==> config.mk <==
export PLATFORM = sky130hd
export DESIGN_NAME = drac_ctrl
export DESIGN_NICKNAME = d
export VERILOG_FILES = /design/src/core/drac_pkg.sv /design/src/core/drac_ctrl.sv
export VERILOG_INCLUDE_DIRS = /design/src /design/src/core
export SDC_FILE = /design/constraint.sdc
export NUM_CORES = 1
export LEC_CHECK = 0
export ABC_AREA = 1
export BUFFER_PORTS_ARGS = -buffer_cell sky130_fd_sc_hd__buf_2
export CAP_MARGIN = 20
export CORE_AREA = 2 2 117 119
export DETAILED_ROUTE_END_ITERATION = 16
export DIE_AREA = 0 0 119 121
export PLACE_DENSITY = 0.57
export SKIP_LAST_GASP = 1
export SYNTH_ARGS = -nofsm -noshare
export SYNTH_HDL_FRONTEND = slang
export SYNTH_SLANG_ARGS = --single-unit
export TNS_END_PERCENT = 50
==> constraint.sdc <==
create_clock -name sys_clk -period 3.4 [get_ports sys_clk]
set_clock_uncertainty 0.15 [all_clocks]
set_input_delay 0.17 -clock sys_clk [delete_from_list [all_inputs] [get_ports sys_clk]]
set_output_delay 0.17 -clock sys_clk [all_outputs]
set_load 0.1 [all_outputs]
==> src/core/drac_map.svh <==
// drac: strap decode constants, refresh timing counts and reset values
`ifndef DRAC_MAP_SVH
`define DRAC_MAP_SVH

`define DRAC_DIV_31         7'h1F
`define DRAC_DIV_46         7'h2E
`define DRAC_DIV_61         7'h3D
`define DRAC_DIV_76         7'h4C
`define DRAC_DIV_91         7'h5B
`define DRAC_REF_LEN_SHORT  3'h3
`define DRAC_REF_LEN_LONG   3'h4
`define DRAC_ROW_CNT_RESET  8'hFF
`define DRAC_ACC_LEN        3'h2

`endif

==> src/core/drac_pkg.sv <==
// drac: shared types for the dram refresh and address controller
`default_nettype none
package drac_pkg;

    typedef enum logic [3:0] {
        DRAC_IDLE    = 4'b0001,
        DRAC_ACCESS  = 4'b0010,
        DRAC_REFRESH = 4'b0100,
        DRAC_HOLD    = 4'b1000
    } drac_state_type;

    typedef struct packed {
        logic       wait_strap;
        logic       rate_select_hi;
        logic       rate_select_lo;
    } drac_strap_type;

    typedef struct packed {
        logic [7:0] mem_addr_out;
        logic       mem_addr_oe_n;
        logic       row_strobe_bank0;
        logic       row_strobe_bank1;
        logic       col_strobe;
        logic       strobe_oe_n;
    } drac_mem_type;

endpackage : drac_pkg
`default_nettype wire

==> src/core/drac_ctrl.sv <==
// drac: dram address multiplexer, arbiter and refresh controller
// What this block does
// - wait strap high adds one wait state
// - strap low rates: 31, 46, 61 clocks
// - strap high rates: 46, 61, 76, 91 clocks
// - refresh lasts three or four clocks
// - all straps low holds timer in reset
// - any refresh request restarts the rate counter
// - latch strobe high passes row address through
// - latches hold values after strobe falls
// - row counter decrements after each refresh
// - wait strap rising loads row counter 255
// - mux drives row, column or refresh address
// - arbiter handles access and refresh cycles
// - access blocked by refresh runs afterwards
// - strobe fall captures chip and bank select
// - bank select picks row strobe; refresh both
// - refresh request line held low until underway
// - access control drives column; both low floats
`include "drac_map.svh"
`default_nettype none
module drac_ctrl (
    input  wire logic                     sys_clk,
    input  wire logic                     reset_n,
    input  wire drac_pkg::drac_strap_type straps,
    input  wire logic                     addr_latch_strobe,
    input  wire logic                     chip_select_n,
    input  wire logic                     bank_select_in,
    input  wire logic [7:0]               row_addr_in,
    input  wire logic [7:0]               col_addr_in,
    input  wire logic                     read_access_ctl_n,
    input  wire logic                     write_access_ctl_n,
    input  wire logic                     refresh_req_in,
    output logic                          refresh_req_out,
    output logic                          refresh_req_oe_n,
    output drac_pkg::drac_mem_type        mem,
    output logic                          ready
);
    import drac_pkg::*;

    // ---------------------------------------------------------------
    // input synchronisers
    // ---------------------------------------------------------------
    // strap and control pin inputs are async to sys_clk; three stages, stage 2 == 3
    localparam int NSYNC = 11;
    logic [NSYNC-1:0] pin_raw;
    logic [NSYNC-1:0] s1_q, s2_q, s3_q, s1_d, s2_d, s3_d;
    logic [NSYNC-1:0] clean_q, clean_d;
    // row bus delayed four clocks to line up with the synchronised strobe
    logic [7:0]       rp1_q, rp2_q, rp3_q, rp4_q;
    logic [7:0]       rp1_d, rp2_d, rp3_d, rp4_d;

    assign pin_raw = {straps.wait_strap, straps.rate_select_hi,
                      straps.rate_select_lo, addr_latch_strobe,
                      chip_select_n, bank_select_in, read_access_ctl_n,
                      write_access_ctl_n, refresh_req_in, 2'b00};

    always_comb begin
        s1_d = pin_raw;
        s2_d = s1_q;
        s3_d = s2_q;
        clean_d = clean_q;
        rp1_d = row_addr_in;
        rp2_d = rp1_q;
        rp3_d = rp2_q;
        rp4_d = rp3_q;
        for (int i = 0; i < NSYNC; i++) begin
            if (s2_q[i] == s3_q[i]) begin
                clean_d[i] = s3_q[i];
            end
        end
    end

    always_ff @(posedge sys_clk or negedge reset_n) begin
        if (!reset_n) begin
            // idle pin levels, so no false edge follows reset
            s1_q    <= 11'h05C;
            s2_q    <= 11'h05C;
            s3_q    <= 11'h05C;
            clean_q <= 11'h05C;
            rp1_q   <= 8'h00;
            rp2_q   <= 8'h00;
            rp3_q   <= 8'h00;
            rp4_q   <= 8'h00;
        end else begin
            s1_q    <= s1_d;
            s2_q    <= s2_d;
            s3_q    <= s3_d;
            clean_q <= clean_d;
            rp1_q   <= rp1_d;
            rp2_q   <= rp2_d;
            rp3_q   <= rp3_d;
            rp4_q   <= rp4_d;
        end
    end

    logic wst, fs1, fs0, ale, cs_n, bsel, acr_n, acw_n, rreq;
    assign {wst, fs1, fs0, ale, cs_n, bsel, acr_n, acw_n, rreq} =
        clean_q[NSYNC-1:2];

    // ---------------------------------------------------------------
    // strap decode
    // ---------------------------------------------------------------
    function automatic logic [6:0] rate_div(input logic [2:0] s);
        case (s)
            3'b001:  rate_div = `DRAC_DIV_31;
            3'b010:  rate_div = `DRAC_DIV_46;
            3'b011:  rate_div = `DRAC_DIV_61;
            3'b100:  rate_div = `DRAC_DIV_46;
            3'b101:  rate_div = `DRAC_DIV_61;
            3'b110:  rate_div = `DRAC_DIV_76;
            3'b111:  rate_div = `DRAC_DIV_91;
            default: rate_div = 7'h00;
        endcase
    endfunction : rate_div

    logic [2:0] strap_code;
    logic       timer_off;
    logic [6:0] div_now;
    logic [2:0] ref_len;
    assign strap_code = {wst, fs1, fs0};
    assign timer_off  = (strap_code == 3'b000);
    assign div_now    = rate_div(strap_code);
    assign ref_len    = (div_now == `DRAC_DIV_31 || div_now == `DRAC_DIV_46)
                        ? `DRAC_REF_LEN_SHORT : `DRAC_REF_LEN_LONG;

    // ---------------------------------------------------------------
    // state
    // ---------------------------------------------------------------
    drac_state_type state_q, state_d;
    logic [6:0] rate_q, rate_d;
    logic [7:0] row_cnt_q, row_cnt_d;
    logic [2:0] phase_q, phase_d;
    logic       pend_ref_q, pend_ref_d;
    logic       pend_acc_q, pend_acc_d;
    logic       ale_q, ale_d, rreq_q, rreq_d, wst_q, wst_d;
    logic [7:0] row_lat_q, row_lat_d;
    logic       cs_lat_q, cs_lat_d, bank_lat_q, bank_lat_d;
    logic       drive_req_q, drive_req_d;
    logic       ref_shown_q, ref_shown_d;
    // own pull-down comes back through the synchroniser; mask that echo
    logic [5:0] echo_q, echo_d;

    logic ale_fall, ext_req, int_req, acc_on, acc_float;
    assign ale_fall  = ale_q & ~ale;
    assign ext_req   = rreq_q & ~rreq & ~drive_req_q & ~(|echo_q);
    assign int_req   = !timer_off && (rate_q == 7'd1);
    assign acc_on    = ~acr_n | ~acw_n;
    assign acc_float = ~acr_n & ~acw_n;

    always_comb begin
        state_d     = state_q;
        rate_d      = rate_q;
        row_cnt_d   = row_cnt_q;
        phase_d     = phase_q;
        pend_ref_d  = pend_ref_q;
        pend_acc_d  = pend_acc_q;
        ale_d       = ale;
        rreq_d      = rreq;
        wst_d       = wst;
        row_lat_d   = row_lat_q;
        cs_lat_d    = cs_lat_q;
        bank_lat_d  = bank_lat_q;
        drive_req_d = drive_req_q;
        ref_shown_d = 1'b0;
        echo_d      = {echo_q[4:0], drive_req_q & ~ref_shown_q};

        if (ale) begin
            row_lat_d = rp4_q;
        end
        if (ale_fall) begin
            cs_lat_d   = cs_n;
            bank_lat_d = bsel;
            if (!cs_n) begin
                pend_acc_d = 1'b1;
            end
        end
        if (ale & ~ale_q) begin
            cs_lat_d = 1'b1;
        end

        if (timer_off) begin
            rate_d = 7'h00;
        end else if (ext_req || int_req || rate_q == 7'h00) begin
            rate_d = div_now;
        end else begin
            rate_d = rate_q - 7'd1;
        end
        if (ext_req || int_req) begin
            pend_ref_d = 1'b1;
        end
        if (int_req) begin
            drive_req_d = 1'b1;
        end

        if (wst & ~wst_q) begin
            row_cnt_d = `DRAC_ROW_CNT_RESET;
        end

        case (state_q)
            DRAC_IDLE: begin
                phase_d = 3'd0;
                if (pend_ref_q) begin
                    state_d = DRAC_REFRESH;
                end else if (pend_acc_q) begin
                    state_d = DRAC_ACCESS;
                    pend_acc_d = 1'b0;
                end
            end
            DRAC_REFRESH: begin
                ref_shown_d = 1'b1;
                drive_req_d = 1'b0;
                pend_ref_d  = ext_req | int_req;
                phase_d     = phase_q + 3'd1;
                if (phase_q + 3'd1 >= ref_len) begin
                    state_d   = DRAC_IDLE;
                    row_cnt_d = row_cnt_q - 8'd1;
                    if (wst & ~wst_q) begin
                        row_cnt_d = `DRAC_ROW_CNT_RESET;
                    end
                end
            end
            DRAC_ACCESS: begin
                if (phase_q < (wst ? `DRAC_ACC_LEN : 3'd1)) begin
                    phase_d = phase_q + 3'd1;
                end
                if (ale & ~ale_q) begin
                    state_d = DRAC_HOLD;
                end
            end
            DRAC_HOLD: begin
                if (!acc_on) begin
                    state_d = DRAC_IDLE;
                end
            end
            default: state_d = DRAC_IDLE;
        endcase
    end

    always_ff @(posedge sys_clk or negedge reset_n) begin
        if (!reset_n) begin
            state_q     <= DRAC_IDLE;
            rate_q      <= 7'h00;
            row_cnt_q   <= `DRAC_ROW_CNT_RESET;
            phase_q     <= 3'd0;
            pend_ref_q  <= 1'b0;
            pend_acc_q  <= 1'b0;
            ale_q       <= 1'b0;
            rreq_q      <= 1'b1;
            wst_q       <= 1'b0;
            row_lat_q   <= 8'h00;
            cs_lat_q    <= 1'b1;
            bank_lat_q  <= 1'b0;
            drive_req_q <= 1'b0;
            ref_shown_q <= 1'b0;
            echo_q      <= 6'h00;
        end else begin
            state_q     <= state_d;
            rate_q      <= rate_d;
            row_cnt_q   <= row_cnt_d;
            phase_q     <= phase_d;
            pend_ref_q  <= pend_ref_d;
            pend_acc_q  <= pend_acc_d;
            ale_q       <= ale_d;
            rreq_q      <= rreq_d;
            wst_q       <= wst_d;
            row_lat_q   <= row_lat_d;
            cs_lat_q    <= cs_lat_d;
            bank_lat_q  <= bank_lat_d;
            drive_req_q <= drive_req_d;
            ref_shown_q <= ref_shown_d;
            echo_q      <= echo_d;
        end
    end

    // ---------------------------------------------------------------
    // memory side outputs
    // ---------------------------------------------------------------
    // only one cycle type owns the pins; state is one-hot exclusive
    drac_mem_type mem_q, mem_d;

    always_comb begin
        mem_d = '{mem_addr_out: row_lat_q, mem_addr_oe_n: 1'b0,
                  row_strobe_bank0: 1'b1, row_strobe_bank1: 1'b1,
                  col_strobe: 1'b1, strobe_oe_n: 1'b0};
        if (ale) begin
            mem_d.mem_addr_out = rp4_q;
        end
        if (state_d == DRAC_REFRESH) begin
            mem_d.mem_addr_out     = row_cnt_d;
            mem_d.row_strobe_bank0 = 1'b0;
            mem_d.row_strobe_bank1 = 1'b0;
        end else if (state_d == DRAC_ACCESS || state_d == DRAC_HOLD) begin
            mem_d.row_strobe_bank0 = bank_lat_d;
            mem_d.row_strobe_bank1 = ~bank_lat_d;
            if (acc_on) begin
                mem_d.mem_addr_out = col_addr_in;
                mem_d.col_strobe   = 1'b0;
            end
            if (acc_float) begin
                mem_d.mem_addr_oe_n = 1'b1;
                mem_d.strobe_oe_n   = 1'b1;
            end
        end
    end

    always_ff @(posedge sys_clk or negedge reset_n) begin
        if (!reset_n) begin
            mem_q <= '{mem_addr_out: 8'h00, mem_addr_oe_n: 1'b0,
                       row_strobe_bank0: 1'b1, row_strobe_bank1: 1'b1,
                       col_strobe: 1'b1, strobe_oe_n: 1'b0};
        end else begin
            mem_q <= mem_d;
        end
    end

    assign mem = mem_q;

    // ---------------------------------------------------------------
    // cpu side handshakes
    // ---------------------------------------------------------------
    // open-drain: oe_n low pulls the line low until refresh is shown
    assign refresh_req_out  = 1'b0;
    assign refresh_req_oe_n = ~(drive_req_q & ~ref_shown_q);

    // ready drops while an access waits behind refresh or a wait state
    // no wait state with the strap low; one with it high
    assign ready = ~((pend_acc_q && !cs_lat_q &&
                      (pend_ref_q || state_q == DRAC_REFRESH)) ||
                     (state_q == DRAC_ACCESS && wst &&
                      phase_q == 3'd0));

endmodule : drac_ctrl
`default_nettype wire

==> impl_results.md <==
* Pre-CTS setup slack at ~370 ps
* Setup tns final at 0 ps
* Total power at 5.64 mW
* Max-Cap Viols at 0
* Global-route wire length before repair at about 15000 um
* Area grow syn2layout at 25.3%
* Power density cells at between 900 and 1000 nW/um^2
* Worst-path clk slew at 50 ps
* Yosys reg bits at 125
* Final setup violation count at 0
* Startpoint class of the critical path: flip-flop
* Slew Limit Fails at 0
* R2R setup slack at 340 ps
* Yosys Warn Count at 0
* Post-Syn Nets at 509
* Final hold vios at 0
* Data arrival, critical path at around 3300 ps
* Number of setup buffers added after CTS at 0
* Worst hold slack at 36.6 ps
* Placed insts at 682
* Reg2Reg Depth at 17
* Synth Area per Inst at 10.4 um^2
* Global Route met3 Usage at 0.0362
* Die Area at ~14000 um^2
* Max Fclk at 0.327 GHz
* Worst-path fanout max at 9
* Status: finished clean
* Hold Path Class: in -> reg
* Worst Max-Slew Pin Slew at 772 ps
* Antenna-violating nets left at 0
* Clk root buf: clkbuf_16
* # clock sinks at 125
* Max Root-Sink Buffers at 2
* First-pass DRT Iterations at 4
* FFs w/ async S/R, synth at 1.00
* Fill cells at 1193
* Routing usage on met1 at 0.155
* Nature of the critical path endpoint: flip-flop
* Post-Syn Instances at 469
* Hold Crit Depth at 7
* Placer congestion estimate at 0.808
* Core Area at 13100 um^2
* DR vias at approximately 3200
* Initial core utilization at 0.371
* Final WS setup at 343 ps
* Vert. Die Dim at roughly 120 um
* Worst Path Required at 3590 ps
* Initial antenna violation count at 0
* Hold_sp: col_addr_in[0]
* # port buffers at 41
* Synth Cell Area at 4860 um^2
* Rows at 42
* CTS Buf Count at 17
* Main synth FF type: dfrtp_1
* H-tree levels at 4
* CP Class: reg -> reg
* Yosys cell types at 37
* Crit Reg-Reg Startpoint: clean_q[10]
* Top Usage Layer GRT: met2
* All-Layer GR Usage at 0.133
* Largest net degree at the start of global routing at between 60 and 70
* Post-synthesis sequential area ratio at 0.652
* Number of DRC markers in iteration 0 at 118
* Core Util, Final at 0.465
* Unrepaired setup endpoints after global routing: no
* Min Tclk post-route at about 3100 ps
* Final Cycle Share at 0.899
* CTS tree: built
* I/O pins at 43
* DRC violation count after routing at 0
* Slew HR at 0.485
* DIE WIDTH at 119 um
* Drt via density at about 4.4
* Worst-Skew Late Latency at ~400 ps
* Max IR drop VDD at 0.000435 V
* # diodes at 0
* Dpl hpwl at roughly 6000 um
* Hold Path Sink: mem[5]
* WL/cell at 11.7 um
* Post-synth EDFFs at 0
* P_leak at 3.05 nW
* Overflow after GRT at 0
* Final wirelength at 8570 um
* # nets final at 583
* Dpl cell area at 5270 um^2
* Met2 usage at 0.226
* Share of post-route cells with drive strength above 1 at 0.227
* Final Cell Area at 6090 um^2
* Worst r2r dst: mem[7]
* Final cell count without fillers at 730
* Vias in the first global route at 3307
cells in the mapped netlist (6+ instances only):
cell	count	area [um^2]
inv_2	9	33.8
o21ai_0	21	105
nand2_1	150	563
a21oi_1	8	40.0
nor2_1	23	86.3
ha_1	13	163
maj3_1	9	90.1
nand3_1	17	85.1
dfrtp_1	95	2380
nand4_1	6	37.5
inv_1	44	165
dfstp_2	30	788
cells in the final DEF, fill, tap and decap left out, types with 17 or more instances in the layout:
master / instances
nand2_1: 150
dfrtp_1: 95
inv_1: 44
buf_2: 40
dfstp_2: 30
nor2_1: 23
o21ai_0: 21
dlygate4sd3_1: 18
nand3_1: 17
clkbuf_16: 17
layer usage:
layer  routed length [um]  vias to the layer above  part of all wire
li1                     -                     1626                 -
met1                 3870                     1510              0.45
met2                 4280                       44              0.50
met3                  241                       14             0.028
met4                  178                        0             0.021
met5                    0                        -                 0
state kept, by name, summed over array words and instances, names as in the netlist, 3 cells and up:
signal / count
rp4_q: 8
state_q: 4
rate_q: 7
phase_q: 3
rp3_q: 8
s3_q: 9
mem: 12
rp1_q: 8
echo_q: 6
clean_q: 9
s2_q: 9
rp2_q: 8
s1_q: 9
row_lat_q: 8
row_cnt_q: 8
critical path: stages (launching register included):
cell     delay, ps
dfrtp_1        460
inv_2          100
ha_1           230
o21ai_0        250
nor3_1          80
a21oi_1        170
inv_1           60
nand2_1         90
inv_1           60
ha_1           290
nand2_1         70
inv_1           30
o21ai_0         60
nand2_1        200
o22ai_1        330
buf_4          230
nand2_1         70
nand2_1         80
worst max-delay path by stage:
stage,start,endpoint
2_1_floorplan,clean_q[10],mem[6]
3_5_place_dp,clean_q[10],mem[7]
5_1_grt,clean_q[10],mem[9]
3_3_place_gp,clean_q[10],mem[6]
6_report,clean_q[10],mem[7]
4_1_cts,clean_q[10],mem[7]
cell type report:
type | count | area (um^2) | share of cell area
clock buffers | 19 | 443 | 0.0727
clock inverters | 11 | 193 | 0.0316
inverters | 54 | 203 | 0.0333
multi-input cells | 284 | 1450 | 0.238
flip-flops and latches | 125 | 3170 | 0.520
well taps | 176 | 220 | 0.0362
repair buffers | 61 | 415 | 0.0682
repair_timing:
action,4_1_cts,5_1_grt
hold buffers,18,0
gates resized for setup,0,0
endpoints found under the hold margin,74,0
endpoints found under the setup margin,0,0
kinds of logic after synthesis:
| group | after synthesis | synth area share |
|---|---|---|
| xor+xnor | 5 | 0.00902 |
| compound gates | 38 | 0.0456 |
| flops | 125 | 0.652 |
| other cells | 1 | 0.000772 |
| buf+inv | 60 | 0.0500 |
| simple gates | 218 | 0.191 |
| fa+ha+maj | 22 | 0.0520 |
report_power, final:
part | internal (mW) | switching, mW
registers | 1.82 | 0.163
clock network | 1.31 | 0.608
logic | 0.441 | 1.30
total | 3.57 | 2.07
(Power assumes the default switching activity.)
